## config.mk

```make
export PLATFORM = sky130hd
export DESIGN_NAME = adgc_modem_flat
export DESIGN_NICKNAME = d
export VERILOG_FILES = /design/src/shared/adgc_pkg.sv /design/src/shared/adgc_link_if.sv /design/src/logic/adgc_modem.sv /design/src/flat_wrapper.sv
export SDC_FILE = /design/constraint.sdc
export NUM_CORES = 1
export LEC_CHECK = 0
export CORE_AREA = 2 2 143 180
export CTS_CLUSTER_SIZE = 24
export DETAILED_ROUTE_END_ITERATION = 6
export DIE_AREA = 0 0 145 182
export DONT_BUFFER_PORTS = 1
export PLACE_DENSITY = 0.5
export SYNTH_ARGS = -nofsm -noshare
export SYNTH_HDL_FRONTEND = slang
export SYNTH_SLANG_ARGS = --single-unit
```

## constraint.sdc

```tcl
create_clock -name pclk -period 12.1 [get_ports pclk]
set_input_delay 2.42 -clock pclk [delete_from_list [all_inputs] [get_ports pclk]]
set_output_delay 2.42 -clock pclk [all_outputs]
set_load 0.1 [all_outputs]
```

## src/shared/adgc_pkg.sv

```systemverilog
// Shared constants for the activity detected grant control link
package adgc_pkg;
  // ***************************************************
  // Link field widths
  // ***************************************************
  localparam int GW = 4;                          // Active grants field width
  // ***************************************************
  // Modem register map (byte offsets)
  // ***************************************************
  localparam logic [7:0] OFS_CTRL    = 8'h00;     // Enable
  localparam logic [7:0] OFS_TIMEOUT = 8'h04;     // Inactivity timeout, cycles
  localparam logic [7:0] OFS_MAXG    = 8'h08;     // Provisioned max active grants
  localparam logic [7:0] OFS_QLIMIT  = 8'h0c;     // Queue depth limit
  localparam logic [7:0] OFS_STATUS  = 8'h10;     // State, grants, queue depth
  localparam logic [7:0] OFS_INTST   = 8'h14;     // Sticky events, write one clears
  localparam logic [7:0] OFS_INTMSK  = 8'h18;     // Event mask
  // ***************************************************
  // Reset values and field positions
  // ***************************************************
  localparam logic [15:0]   RST_TIMEOUT = 16'h0100;
  localparam logic [GW-1:0] RST_MAXG    = 4'h4;
  localparam logic [7:0]    RST_QLIMIT  = 8'h08;
  localparam logic [7:0]    QIND_LEVEL  = 8'h01;  // Queue indicator above this depth
  localparam int ST_GRANTS = 4;                   // Status: active grants at [7:4]
  localparam int ST_QDEPTH = 8;                   // Status: queue depth at [15:8]
  localparam int EV_START = 0;                    // Activity began
  localparam int EV_STOP  = 1;                    // Zero grant packet sent
  localparam int EV_DROP  = 2;                    // Packet dropped at queue limit
  localparam int NEV      = 3;
  // ***************************************************
  // Flow state and talk spurt burst table
  // ***************************************************
  typedef enum logic [1:0] {ST_POLLED = 2'b00, ST_GRANTED = 2'b01} adgc_state_e;
  localparam int CLK_HZ     = 25_000_000;
  localparam int MS_CYC     = CLK_HZ / 1000;      // Cycles per millisecond
  localparam int QI_PERIOD  = 100;                // 1 % extra grant spacing
  localparam int BURST_10MS = 10;
  localparam int BURST_20MS = 20;
  // Extra grants at a new talk spurt for a grant interval in ms
  function automatic logic [GW-1:0] extra_grants(input int interval_ms);
    if (interval_ms <= BURST_10MS) begin
      return 4'h2;
    end else if (interval_ms <= BURST_20MS) begin
      return 4'h1;
    end
    return 4'h0;
  endfunction : extra_grants
endpackage : adgc_pkg

```

## src/shared/adgc_link_if.sv

```systemverilog
// Upstream link between the modem end and the headend scheduler
`timescale 1ns/10ps
interface adgc_link_if;
  // Scheduler to modem
  logic                     poll;        // Polled request opportunity
  logic                     grant;       // Unsolicited grant
  // Modem to scheduler
  logic                     req;         // Request sent in a poll
  logic                     pkt;         // Packet sent on a grant
  logic [adgc_pkg::GW-1:0]  pkt_grants;  // Active grants header field
  logic                     pkt_payload; // Packet carries payload
  logic                     queue_ind;   // Queue build-up indicator
  modport modem (input poll, input grant, output req, output pkt, output pkt_grants,
                 output pkt_payload, output queue_ind);
  modport headend (output poll, output grant, input req, input pkt, input pkt_grants,
                   input pkt_payload, input queue_ind);
endinterface : adgc_link_if

```

## src/logic/adgc_modem.sv

```systemverilog
// Modem end: activity detection, grant requests and header field
// Function
// - Every granted packet carries needed grant count
// - Requested count clipped to provisioned maximum
// - Headend polls when idle, grants when active
// - Polled and active: request one grant
// - Several active subflows reported from first packet
// - All idle: one zero packet, then stop
// - Final zero grant packet has no payload
// - Headend stops grants on zero report
// - Headend ignores request size, uses grant size
// - Restart through poll or running grant
// - Needs reported continuously, no acknowledgement
// - Per classifier timer; grants equal active subflows, clipped to the provisioned maximum
// - Headend bursts extra grants at spurt start
// - Extra grants 2, 1, 0 for 10/20/30 ms
// - Grants form a shared pool, no binding
// - Upstream queue depth has an upper limit
// - Queue indicator while packets build up
`timescale 1ns/10ps
module adgc_modem #(
  parameter int NCLS = 4,                 // Classifiers (subflows)
  parameter int TW   = 16                 // Activity timer width
) (
  // Clock and reset
  input  wire logic                   pclk,
  input  wire logic                   presetn,
  // APB slave
  input  wire logic                   psel,
  input  wire logic                   penable,
  input  wire logic                   pwrite,
  input  wire logic [7:0]             paddr,
  input  wire logic [31:0]            pwdata,
  output logic                        pready,
  output logic [31:0]                 prdata,
  output logic                        pslverr,
  output logic                        irq,
  // Classifier packet arrivals
  input  wire logic [NCLS-1:0]        cls_pkt,
  // Link
  adgc_link_if.modem                  lnk
);
  // ***************************************************
  // Declarations
  // ***************************************************
  logic                          en_ff;
  logic [TW-1:0]                 tmo_ff;
  logic [adgc_pkg::GW-1:0]       maxg_ff;
  logic [7:0]                    qlim_ff;
  logic [adgc_pkg::NEV-1:0]      ist_ff;
  logic [adgc_pkg::NEV-1:0]      imsk_ff;
  logic                          pready_ff;
  logic [31:0]                   prdata_ff;
  logic                          pslverr_ff;
  logic                          irq_ff;
  logic [TW-1:0]                 tmr_ff [NCLS];
  logic [NCLS-1:0]               act_ff;
  logic [7:0]                    qd_ff;
  adgc_pkg::adgc_state_e         st_ff;
  adgc_pkg::adgc_state_e         nxt_st;
  logic                          req_ff;
  logic                          pkt_ff;
  logic [adgc_pkg::GW-1:0]       pgr_ff;
  logic                          pay_ff;
  logic                          qind_ff;
  logic [adgc_pkg::GW-1:0]       need;
  logic [adgc_pkg::NEV-1:0]      ev;
  logic                          wr;
  logic                          rd;
  logic                          send;
  logic                          send_zero;
  logic                          enq;
  logic                          deq;
  logic [7:0]                    narr;

  // Number of set bits in a classifier vector
  function automatic logic [7:0] count_ones(input logic [NCLS-1:0] v);
    logic [7:0] c;
    c = '0;
    for (int i = 0; i < NCLS; i++) begin
      c = c + 8'(v[i]);
    end
    return c;
  endfunction : count_ones

  // ***************************************************
  // APB register access
  // ***************************************************
  assign wr = psel && penable && pwrite && pready_ff;
  assign rd = psel && !penable && !pwrite;

  // Zero wait state: ready rises for the access cycle only
  always_ff @(posedge pclk or negedge presetn) begin
    if (!presetn) begin
      pready_ff  <= 1'b0;
      prdata_ff  <= '0;
      pslverr_ff <= 1'b0;
    end else begin
      pready_ff  <= psel && !penable;
      pslverr_ff <= 1'b0;
      if (psel && !penable) begin
        prdata_ff  <= '0;
        pslverr_ff <= paddr > adgc_pkg::OFS_INTMSK || paddr[1:0] != 2'b00;
      end
      if (rd) begin
        if (paddr == adgc_pkg::OFS_CTRL) begin
          prdata_ff <= 32'(en_ff);
        end else if (paddr == adgc_pkg::OFS_TIMEOUT) begin
          prdata_ff <= 32'(tmo_ff);
        end else if (paddr == adgc_pkg::OFS_MAXG) begin
          prdata_ff <= 32'(maxg_ff);
        end else if (paddr == adgc_pkg::OFS_QLIMIT) begin
          prdata_ff <= 32'(qlim_ff);
        end else if (paddr == adgc_pkg::OFS_STATUS) begin
          prdata_ff <= 32'({qd_ff, need, 3'h0, st_ff == adgc_pkg::ST_GRANTED});
        end else if (paddr == adgc_pkg::OFS_INTST) begin
          prdata_ff <= 32'(ist_ff);
        end else if (paddr == adgc_pkg::OFS_INTMSK) begin
          prdata_ff <= 32'(imsk_ff);
        end
      end
    end
  end

  // Configuration registers
  always_ff @(posedge pclk or negedge presetn) begin
    if (!presetn) begin
      en_ff   <= 1'b0;
      tmo_ff  <= TW'(adgc_pkg::RST_TIMEOUT);
      maxg_ff <= adgc_pkg::RST_MAXG;
      qlim_ff <= adgc_pkg::RST_QLIMIT;
      imsk_ff <= '0;
    end else if (wr) begin
      if (paddr == adgc_pkg::OFS_CTRL) begin
        en_ff <= pwdata[0];
      end else if (paddr == adgc_pkg::OFS_TIMEOUT) begin
        tmo_ff <= pwdata[TW-1:0];
      end else if (paddr == adgc_pkg::OFS_MAXG) begin
        maxg_ff <= pwdata[adgc_pkg::GW-1:0];
      end else if (paddr == adgc_pkg::OFS_QLIMIT) begin
        qlim_ff <= pwdata[7:0];
      end else if (paddr == adgc_pkg::OFS_INTMSK) begin
        imsk_ff <= pwdata[adgc_pkg::NEV-1:0];
      end
    end
  end

  // Sticky events; a new event beats a write-one clear
  always_ff @(posedge pclk or negedge presetn) begin
    if (!presetn) begin
      ist_ff <= '0;
      irq_ff <= 1'b0;
    end else begin
      if (wr && paddr == adgc_pkg::OFS_INTST) begin
        ist_ff <= (ist_ff & ~pwdata[adgc_pkg::NEV-1:0]) | ev;
      end else begin
        ist_ff <= ist_ff | ev;
      end
      irq_ff <= |(ist_ff & imsk_ff);
    end
  end

  // ***************************************************
  // Activity detection per classifier
  // ***************************************************
  // Timer reloads on every packet while enabled; expiry marks the subflow idle
  always_ff @(posedge pclk or negedge presetn) begin
    if (!presetn) begin
      act_ff <= '0;
      for (int i = 0; i < NCLS; i++) begin
        tmr_ff[i] <= '0;
      end
    end else begin
      for (int i = 0; i < NCLS; i++) begin
        if (cls_pkt[i] && en_ff) begin
          tmr_ff[i] <= tmo_ff;
          act_ff[i] <= 1'b1;             // Active at once
        end else if (tmr_ff[i] != '0) begin
          tmr_ff[i] <= tmr_ff[i] - TW'(1);
        end else begin
          act_ff[i] <= 1'b0;
        end
      end
    end
  end

  // Needed grants: active subflows, clipped to the provisioned maximum
  always_comb begin
    narr = count_ones(act_ff);
    need = (narr > 8'(maxg_ff)) ? maxg_ff : narr[adgc_pkg::GW-1:0];
  end

  // ***************************************************
  // Upstream queue
  // ***************************************************
  // Grants are used by whichever subflow is queued first, no binding
  assign deq = send && qd_ff != '0;
  assign enq = en_ff && (|cls_pkt) && qd_ff < qlim_ff;

  // Depth count; arrivals beyond the limit are dropped
  always_ff @(posedge pclk or negedge presetn) begin
    if (!presetn) begin
      qd_ff <= '0;
    end else if (enq && !deq) begin
      qd_ff <= qd_ff + 8'h01;
    end else if (deq && !enq) begin
      qd_ff <= qd_ff - 8'h01;
    end
  end

  // ***************************************************
  // Flow state and link transmit
  // ***************************************************
  // A grant while active always sends, even when believed polled
  assign send      = lnk.grant && en_ff && need != '0;
  assign send_zero = lnk.grant && st_ff == adgc_pkg::ST_GRANTED && need == '0;

  always_comb begin
    nxt_st = st_ff;
    case (st_ff)
      adgc_pkg::ST_POLLED: begin
        if (send) begin
          nxt_st = adgc_pkg::ST_GRANTED;
        end
      end
      default: begin
        if (send_zero || !en_ff) begin
          nxt_st = adgc_pkg::ST_POLLED;
        end
      end
    endcase
  end

  always_ff @(posedge pclk or negedge presetn) begin
    if (!presetn) begin
      st_ff <= adgc_pkg::ST_POLLED;
    end else begin
      st_ff <= nxt_st;
    end
  end

  // Packet, header field and request pulses
  always_ff @(posedge pclk or negedge presetn) begin
    if (!presetn) begin
      req_ff  <= 1'b0;
      pkt_ff  <= 1'b0;
      pgr_ff  <= '0;
      pay_ff  <= 1'b0;
      qind_ff <= 1'b0;
    end else begin
      req_ff  <= lnk.poll && en_ff && need != '0; // One grant asked
      pkt_ff  <= send || send_zero;      // Single zero packet
      pay_ff  <= deq;                    // Zero packet empty
      qind_ff <= qd_ff > adgc_pkg::QIND_LEVEL;
      if (send || send_zero) begin
        pgr_ff <= need;
      end
    end
  end

  assign ev[adgc_pkg::EV_START] = send && st_ff == adgc_pkg::ST_POLLED;
  assign ev[adgc_pkg::EV_STOP]  = send_zero;
  assign ev[adgc_pkg::EV_DROP]  = en_ff && (|cls_pkt) && !enq;

  assign lnk.req         = req_ff;
  assign lnk.pkt         = pkt_ff;
  assign lnk.pkt_grants  = pgr_ff;
  assign lnk.pkt_payload = pay_ff;
  assign lnk.queue_ind   = qind_ff;
  assign pready          = pready_ff;
  assign prdata          = prdata_ff;
  assign pslverr         = pslverr_ff;
  assign irq             = irq_ff;
endmodule : adgc_modem

```

## src/flat_wrapper.sv

```systemverilog
// flat-port wrapper written by rule: the top's interface ports become plain ports
module adgc_modem_flat 
#(
  parameter int NCLS = 4,                                          
  parameter int TW   = 16                                        
)
  (pclk, presetn, psel, penable, pwrite, paddr, pwdata, pready, prdata, pslverr, irq, cls_pkt, lnk_poll, lnk_grant, lnk_req, lnk_pkt, lnk_pkt_grants, lnk_pkt_payload, lnk_queue_ind);
  adgc_link_if lnk_i ();
  input  wire logic pclk;
  input  wire logic presetn;
  input  wire logic psel;
  input  wire logic penable;
  input  wire logic pwrite;
  input  wire logic [7:0] paddr;
  input  wire logic [31:0] pwdata;
  output logic pready;
  output logic [31:0] prdata;
  output logic pslverr;
  output logic irq;
  input  wire logic [NCLS-1:0] cls_pkt;
  input wire logic [$bits(lnk_i.poll)-1:0] lnk_poll;
  input wire logic [$bits(lnk_i.grant)-1:0] lnk_grant;
  output wire logic [$bits(lnk_i.req)-1:0] lnk_req;
  output wire logic [$bits(lnk_i.pkt)-1:0] lnk_pkt;
  output wire logic [$bits(lnk_i.pkt_grants)-1:0] lnk_pkt_grants;
  output wire logic [$bits(lnk_i.pkt_payload)-1:0] lnk_pkt_payload;
  output wire logic [$bits(lnk_i.queue_ind)-1:0] lnk_queue_ind;
  assign lnk_i.poll = lnk_poll;
  assign lnk_i.grant = lnk_grant;
  assign lnk_req = lnk_i.req;
  assign lnk_pkt = lnk_i.pkt;
  assign lnk_pkt_grants = lnk_i.pkt_grants;
  assign lnk_pkt_payload = lnk_i.pkt_payload;
  assign lnk_queue_ind = lnk_i.queue_ind;
  adgc_modem #(.NCLS(NCLS), .TW(TW)) u_core (.pclk(pclk), .presetn(presetn), .psel(psel), .penable(penable), .pwrite(pwrite), .paddr(paddr), .pwdata(pwdata), .pready(pready), .prdata(prdata), .pslverr(pslverr), .irq(irq), .cls_pkt(cls_pkt), .lnk(lnk_i));
endmodule
```

[After elaboration in Yosys (flattened, before gate mapping)]
Cells that the tools add are included.
Word-level totals
  output and inout bits: 43
  input bits: 51
  flip-flop bits (word level): 156
  word-level logic and storage cells: 147
Cells by class
  eq/ne operators: 12
  magnitude comparators: 4
  muxes and demuxes: 33
  bitwise logic cells: 9
  $add $sub $neg: 9
  reduce and logical (&&, ||, !) cells: 55
Operator list (number)
  2-to-1 mux 32 bit: 9
  2-to-1 mux 16 bit: 8
  nonzero test 16 bit: 4
  subtractor 16 x 1 -> 16 bit, second input constant: 4
  equality test 8 x 5 -> 1 bit, second input constant: 3
  logical AND 1 bit: 23
  adder 8 x 1 -> 8 bit: 2
  equality test 8 x 4 -> 1 bit, second input constant: 2
  2-to-1 mux 8 bit: 2
  nonzero test 2 bit: 7
  inequality test 2 x 1 -> 1 bit, second input constant: 5
  2-to-1 mux 1 bit: 9
  adder 8 x 1 -> 8 bit, second input constant: 1
  equality test 8 x 3 -> 1 bit, second input constant: 1
  > comparator 8 x 1 -> 1 bit, second input constant: 1
  > comparator 8 x 4 -> 1 bit: 1
  > comparator 8 x 5 -> 1 bit, second input constant: 1
  zero test 8 bit: 1
  less-than comparator 8 bit: 1
  nonzero test 8 bit: 1
  subtractor 8 x 1 -> 8 bit, second input constant: 1
  AND 3 bit: 2
  2-to-1 mux 2 bit: 3
  bitwise OR 3 bit: 2
  18 further kinds: 28

[Longest topological paths before layout]
Gate-level depths: netlist (run 1).
  depth after elaboration: 11
  mapped depth: 20
  mapped depth without buffers: 19

[Worst setup path before layout (run 1)]
No wires, ideal clock.
  path type: flip-flop to flip-flop
  start point: reg u_core.act_ff[0]
  end point: reg u_core.qd_ff[7]
  cell stages (with the launch flop): 21
  path buffers: 1
  path slack: 7.430 ns
  arrival: 4.546 ns
  data required time: 11.976 ns
  path through: dfrtp_1 -> ha_1 -> inv_1 -> fa_1 -> inv_1 -> ha_1 -> ha_1 -> nor2b_1 -> o21a_1 -> o21ai_1 -> mux2i_1 -> and2_1 -> nand3_1 -> ha_1 -> clkbuf_1 -> or4_1 -> or3_1 -> o21ai_0 -> nor2b_1 -> o21ai_0 -> xnor2_1
Between the ends
  longest elaborated chain between the ends: 11
  elaborated cells on any way between the ends: 13
  those cells by class: 3 x add/sub; 1 x order compare; 2 x mux; 7 x reduce/logical
Ends and longest elaborated chain
  start: declaration: RTL line adgc_modem.sv:57  | logic [NCLS-1:0] act_ff;
  start signal: assignment: RTL line adgc_modem.sv:169  | act_ff <= '0;
  start signal: indexed assignment: RTL line adgc_modem.sv:177  | act_ff[i] <= 1'b1;
  start signal: indexed assignment: RTL line adgc_modem.sv:181  | act_ff[i] <= 1'b0;
  adder 1 x 1 -> 2 bit *: RTL line adgc_modem.sv:81  | c = c + 8'(v[i]);
  adder 8 x 1 -> 8 bit * (2 in series): RTL line adgc_modem.sv:81
  > comparator 8 x 4 -> 1 bit: RTL line adgc_modem.sv:190  | need = (narr > 8'(maxg_ff)) ? maxg_ff : narr[adgc_pkg::GW-1:0];
  2-to-1 mux 4 bit *: RTL line adgc_modem.sv:190
  nonzero test 4 bit *: RTL line adgc_modem.sv:215  | assign send = lnk.grant && en_ff && need != '0;
  logical AND 1 bit *: RTL line adgc_modem.sv:215
  logical AND 1 bit *: RTL line adgc_modem.sv:197  | assign deq = send && qd_ff != '0;
  zero test 1 bit: RTL line adgc_modem.sv:204  | end else if (enq && !deq) begin
  logical AND 1 bit: RTL line adgc_modem.sv:204
  2-to-1 mux 8 bit or nonzero test 2 bit (tied branches)
  end signal: assignment: RTL line adgc_modem.sv:205  | qd_ff <= qd_ff + 8'h01;
  end signal: assignment: RTL line adgc_modem.sv:207  | qd_ff <= qd_ff - 8'h01;
  end: declaration: RTL line adgc_modem.sv:58  | logic [7:0] qd_ff;
Mark *: on every way between the ends. The rest lies on a longest branch, timed or not.
A chain may end at the register's enable or synchronous reset.

[Worst setup path in the final report (run 1)]
Same ends and word-level chain as after synthesis.

==> metrics.md, run 1 <==
| Metric | Value |
|---|---|
| Die ar. | 26400 sq um |
| Root Driver | clkbuf_16 |
| Inst Count DP | 1100 |
| Die width | 145 microns |
| Largest net degree at the start of global routing | 156 |
| H-tree depth | 4 |
| Initial Util | 0.314 |
| Max cap viols | 0 |
| Setup CP Type | reg2reg |
| Commonest cells post-synth | 152 x dfrtp_1, 96 x nand2_1, 63 x nor2_1 |
| Skew-Pair Late Insertion Delay | 430 ps |
| Post-CTS setup buffers | 0 |
| Highest Signal Layer | met4 |
| Dpl ws | 6820 ps |
| Post-synth top area share | 0.488 |
| Comb power frac | 0.127 |
| Yosys cell types | 58 |
| Last element of the critical path | u_core.qd_ff[7]$_DFFE_PN0P_ |
| Worst setup SP type | flop |
| Top cells by area, synth | dfrtp_1 49%, mux2_2 4.9%, nand2_1 4.6% |
| Iteration-0 DRC Markers | 334 |
| CP max FO | 10 |
| Hold Crit Depth | 2 |
| Final #Nets | 857 |
| Clock Tree Buf Depth | 2 |
| CTS-repair resized insts | 0 |
| Post-Syn Instances | 796 |
| Critical Path End Type | flop |
| Worst setup margin | 6960 ps |
| Worst r2r src | u_core.act_ff[0]$_DFFE_PN0P_ |
| Routed Antenna Nets | 0 |
| Met2 wire length | 9.44 mm |
| Sw Pwr | 0.000368 W |
| Setup TNS Final | 0 ps |
| Ys async rst share | 1.00 |
| Std-Cell Rows | 65 |
| Reg2reg path depth | 19 |
| Worst Max-Slew Pin Slew | 1070 ps |
| I/O pins | 94 |
| Switching portion of total power | 0.282 |
| Status | finished clean |
| Mapped Avg Cell Area | 9.80 sq um |
| Final setup vio count | 0 |
| Area growth, synth to finish | 11.1% |
| Worst setup path start | u_core.act_ff[0]$_DFFE_PN0P_ |
| Final slew viol count | 0 |
| Share of power burned in registers | 0.483 |
| Reg clk slew, reported paths | 60 ps |
| Count leader, synth | dfrtp_1 |
| Share of post-route cells with drive strength above 1 | 0.100 |
| Synthesis warning total | 0 |
| Tcrit/Tclk final | 0.424 |
| Global Route Usage Sum | 0.158 |
| GPL Wtd Cong | 0.803 |
| Yosys top cell by area | dfrtp_1 |
| Final Hold Viols | 0 |
| Number of remaining DRC errors | 0 |
| Die height | 182 microns |
| Pint | 0.000937 W |
| Count of buffers from port buffering | 0 |
| Reg2reg setup slack | 6960 ps |
| Finished Cell Area | 8670 sq um |
| RSZ-0062 raised after global routing | false |
| CTS sink count | 155 |
| Synthesized flop and latch total | 155 |
| Core Footprint | 24800 sq um |
| Min-Delay Path Class | reg2reg |
| Clock power share | 0.390 |
| Total iterations of the first detailed-routing run | 4 |
| First-pass GRT wire length | 32.2 mm |
| RR Endpoint | u_core.qd_ff[7]$_DFFE_PN0P_ |
| CTS tree | done |
| GRT overflow | 0 |
| Finished Layout Cells | 1132 |
| PD cells | 151 nW/um^2 |
| Net Count, Synth | 869 |
| Req. time, crit path | 12400 ps |
| Vias in the first global route | 5741 |
| Hold-fix buffers at CTS | 0 |
| Tmin final | 5140 ps |
| Routed wl met3 | 968 microns |
| EDFF count, synth | 0 |
| Hold Crit Start | u_core.act_ff[3]$_DFFE_PN0P_ |
| VDD IR max | 0.0870 mV |
| Final WL | 20.1 mm |
| Lkg Pwr | 3.64 nW |
| Register area share after synthesis | 0.498 |
| Maximum clock rate | 195 MHz |
| Half-perimeter wire length after placement | 13.7 mm |
| Drt wl/cell | 17.7 microns |
| Via count | 5694 |
| Main flop type after synthesis | dfrtp_1 |
| TritonCTS buffer count | 17 |
| Worst EP arrival | 5440 ps |
| WL met1 | 9.34 mm |
| Routed vias/inst | 5.03 |
| Inserted Diodes | 0 |
| Worst relative slew slack | 0.283 |
| Post-Syn Area | 7800 sq um |
| Initial antenna violation count | 0 |
| Worst Skew | 10.3 ps |
| Placement Cell Area | 8110 sq um |
[power groups by stage]
stage,Clock [W],Sequential [W],Combinational [W]
after floorplan,0,0.000626,0.000147
after detailed placement,0,0.000638,0.000168
final,0.000509,0.000631,0.000166
after CTS,0.000521,0.000631,0.000168
after global placement,0,0.000639,0.000163
after global routing,0.000544,0.000638,0.000192
[sequential cells by signal, summed over array words and instances (netlist names)]
signal                  flops
u_core.lnk.pkt              1
u_core.act_ff               4
u_core.lnk.pkt_grants       4
u_core.tmr_ff              64
u_core.st_ff                1
u_core.pready               1
u_core.pslverr              1
u_core.maxg_ff              4
u_core.tmo_ff              16
u_core.qd_ff                8
u_core.ist_ff               3
u_core.prdata              32
u_core.irq                  1
u_core.qlim_ff              8
u_core.lnk.queue_ind        1
u_core.lnk.req              1
u_core.en_ff                1
u_core.lnk.pkt_payload      1
u_core.imsk_ff              3
[placed cells by master, fill, tap and decap left out, types with 17 or more instances in the layout]
cell	netlist	routed
a21oi_1	36	36
and2_1	23	23
clkbuf_16	0	17
dfrtp_1	152	152
ha_1	21	21
inv_1	36	36
mux2_2	34	34
nand2_1	96	96
nand3_1	25	25
nor2_1	63	63
nor3_1	26	26
o21ai_0	50	50
xnor2_1	36	36
[worst min path at each step]
stage	endpoint	slack (ps)
2_1_floorplan	u_core.act_ff[3]$_DFFE_PN0P_	450
3_3_place_gp	u_core.act_ff[3]$_DFFE_PN0P_	470
3_5_place_dp	u_core.act_ff[3]$_DFFE_PN0P_	470
4_1_cts	u_core.act_ff[3]$_DFFE_PN0P_	490
5_1_grt	u_core.act_ff[0]$_DFFE_PN0P_	520
6_report	u_core.act_ff[3]$_DFFE_PN0P_	490
[logic make-up after synthesis]
kind of cell / Yosys count / synth area share
xor+xnor: 51 / 0.0573
mux: 47 / 0.0658
fa+ha+maj: 22 / 0.0363
compound gates: 155 / 0.123
flops: 155 / 0.498
buf+inv: 69 / 0.0338
simple gates: 297 / 0.186
[final cells by class]
class	instances	area, sq um
sequential	155	3880
clock buffer	19	453
timing repair buffer	2	15.0
clock inverter	13	109
inverter	36	135
tap	335	419
multi-input combinational	572	3650
fill	2555	16100
[per-stage QoR]
| stage | utilization | hold WS [ps] | power (W) |
|---|---|---|---|
| after CTS | 0.349 | 488 | 0.00132 |
| after global routing | 0.349 | 522 | 0.00137 |
| after detailed placement | 0.327 | 474 | 0.000806 |
| final | 0.349 | 492 | 0.00131 |
| after floorplan | - | 447 | 0.000773 |
| after global placement | 0.327 | 475 | 0.000802 |
[worst max-delay path, stage by stage, from the launching register on]
cell     delay [ps]
dfrtp_1         390
ha_1            280
inv_1            50
fa_1            420
inv_1            70
ha_1            270
ha_1            330
nor2b_1         130
o21a_1          160
o21ai_1         370
mux2i_1         530
and2_1          250
nand3_1         100
ha_1            330
or4_1           510
or3_1           310
o21ai_0          70
nor2b_1         200
o21ai_0         130
xnor2_1         140
[per-layer routing]
| metal | GRT usage | up-vias |
|---|---|---|
| li1 | - | 2767 |
| met1 | 0.205 | 2782 |
| met2 | 0.259 | 123 |
| met3 | 0.0349 | 22 |
| met4 | 0.0562 | 0 |
| met5 | 0 | - |
Power figures use the tool's default switching activity.
==> inputs of run 2 (changes only) <==
==> constraint.sdc (replaced) <==
create_clock -name pclk -period 5.15 [get_ports pclk]
set_input_delay 1.03 -clock pclk [delete_from_list [all_inputs] [get_ports pclk]]
set_output_delay 1.03 -clock pclk [all_outputs]
set_load 0.1 [all_outputs]
==> run 2 against run 1 <==
  * Register-to-register slack got worse by 6600 ps
  * Fmax rose by 7.6%
  * Count of clock-buffer cells in the layout rose by 2
  * Cell area rose by 0.33%
  * Core utilization rose by 0.12 points
  * Final cell count rose by 0.18%
  * Global-route usage rose by 0.36 points
  * Critical endpoint unchanged
  * Largest power group unchanged
  * Highest routed layer unchanged
==> metrics.md, run 2 (synthesized netlist as in run 1, its figures left out) <==
| Metric | Value |
|---|---|
| Lkg Pwr | 3.65 nW |
| Max cap viols | 0 |
| Final slew viol count | 0 |
| Routed Antenna Nets | 0 |
| Core Footprint | 24800 sq um |
| RSZ-0062 raised after global routing | false |
| Iteration-0 DRC Markers | 261 |
| First-pass GRT wire length | 33.0 mm |
| Std-Cell Rows | 65 |
| Global Route Usage Sum | 0.161 |
| GRT overflow | 0 |
| Share of post-route cells with drive strength above 1 | 0.101 |
| Routed vias/inst | 5.04 |
| Maximum clock rate | 209 MHz |
| Worst setup SP type | flop |
| Largest net degree at the start of global routing | 156 |
| Reg clk slew, reported paths | 70 ps |
| Inst Count DP | 1102 |
| GPL Wtd Cong | 0.776 |
| Skew-Pair Late Insertion Delay | 430 ps |
| VDD IR max | 0.155 mV |
| Critical Path End Type | flop |
| Worst Max-Slew Pin Slew | 1150 ps |
| Setup CP Type | reg2reg |
| Reg2reg path depth | 19 |
| Post-CTS setup buffers | 0 |
| Largest Register | u_core.tmr_ff |
| Placement Cell Area | 8130 sq um |
| Worst relative slew slack | 0.234 |
| Count of buffers from port buffering | 0 |
| Commonest cells after routing, fill and taps aside | 152 x dfrtp_1, 96 x nand2_1, 63 x nor2_1 |
| Worst EP arrival | 5080 ps |
| I/O pins | 94 |
| Root Driver | clkbuf_16 |
| Inserted Diodes | 0 |
| Clock Tree Buf Depth | 2 |
| CP max FO | 10 |
| Tmin final | 4770 ps |
| Initial antenna violation count | 0 |
| Req. time, crit path | 5460 ps |
| Area growth, synth to finish | 11.5% |
| M3 GR Usage | 0.0533 |
| Initial Util | 0.314 |
| Final Hold Viols | 0 |
| Final Util | 0.351 |
| Drt wl/cell | 18.0 microns |
| Hold-fix buffers at CTS | 0 |
| Max reg flops | 64 |
| TritonCTS buffer count | 17 |
| CTS tree | done |
| Status | finished clean |
| Finished Layout Cells | 1134 |
| Final #Nets | 859 |
| CTS-repair resized insts | 0 |
| Die width | 145 microns |
| Met1 Use GR | 0.198 |
| Setup TNS Final | 0 ps |
| Final setup vio count | 0 |
| Final WL | 20.4 mm |
| Commonest non-fill, non-tap cell in the layout | dfrtp_1 |
| Number of remaining DRC errors | 0 |
| Tcrit/Tclk final | 0.927 |
| Finished Cell Area | 8700 sq um |
| CTS sink count | 155 |
| Via count | 5714 |
| Met2 usage | 0.265 |
| Worst Skew | 10.2 ps |
| Busiest metal layer after global routing | met2 |
| Vias in the first global route | 5845 |
| Min-Delay Path Class | in2async |
| Total iterations of the first detailed-routing run | 5 |
| Die height | 182 microns |
| Die ar. | 26400 sq um |
| H-tree depth | 4 |
| Half-perimeter wire length after placement | 14.0 mm |
| PD cells | 357 nW/um^2 |
-- run 2: cell type report --
class | count | area (sq um)
clock inverter | 11 | 110
clock buffer | 21 | 460
multi-input combinational | 572 | 3660
inverter | 36 | 135
tap | 335 | 419
sequential | 155 | 3880
timing repair buffer | 4 | 30.0
fill | 2570 | 16100
-- run 2: routing by layer --
layer,wire length [microns],part of all wire
met2,9830,0.48
met4,328,0.016
met3,1240,0.061
met5,0,0
met1,9030,0.44
-- run 2: worst max-delay path, cell delays in order (launching register included) --
cell and delay (ps):
dfrtp_1 390, ha_1 270, inv_1 50, fa_1 410, inv_1 70, ha_1 260, ha_1 320, nor2b_1 140
o21a_1 160, o21ai_1 200, mux2i_1 340, and2_1 210, nand3_1 100, ha_1 330, or4_1 530, or3_1 310
o21ai_0 70, nor2b_1 210, o21ai_0 140, xnor2_1 140
-- run 2: where the power goes --
group | switching (W) | internal [W] | total, W | leakage [nW]
clock network | 0.000529 | 0.000696 | 0.00123 | 0.271
registers | 0.000139 | 0.00135 | 0.00148 | 1.91
logic | 0.000189 | 0.000204 | 0.000393 | 1.47
total | 0.000857 | 0.00225 | 0.00310 | 3.65
-- run 2: per-stage QoR --
stage | power, W | setup slack (ps) | hold WS [ps]
final | 0.00310 | 376 | 302
after global routing | 0.00327 | 36.9 | 287
after CTS | 0.00314 | 327 | 278
after detailed placement | 0.00190 | 366 | 477
after global placement | 0.00189 | 428 | 471
after floorplan | 0.00182 | 480 | 447
-- run 2: final timing paths --
path	startpoint	end	slack, ps
worst max-delay path	u_core.act_ff[1]$_DFFE_PN0P_	u_core.qd_ff[7]$_DFFE_PN0P_	380
worst min-delay path	presetn	u_core.tmr_ff[13]$_DFFE_PN0P_	300
worst max register to register	u_core.act_ff[1]$_DFFE_PN0P_	u_core.qd_ff[7]$_DFFE_PN0P_	380
worst min register to register	u_core.act_ff[3]$_DFFE_PN0P_	u_core.act_ff[3]$_DFFE_PN0P_	490
max in group asynchronous	presetn	u_core.qlim_ff[3]$_DFFE_PN1P_	4550
min in group pclk	u_core.act_ff[3]$_DFFE_PN0P_	u_core.act_ff[3]$_DFFE_PN0P_	490
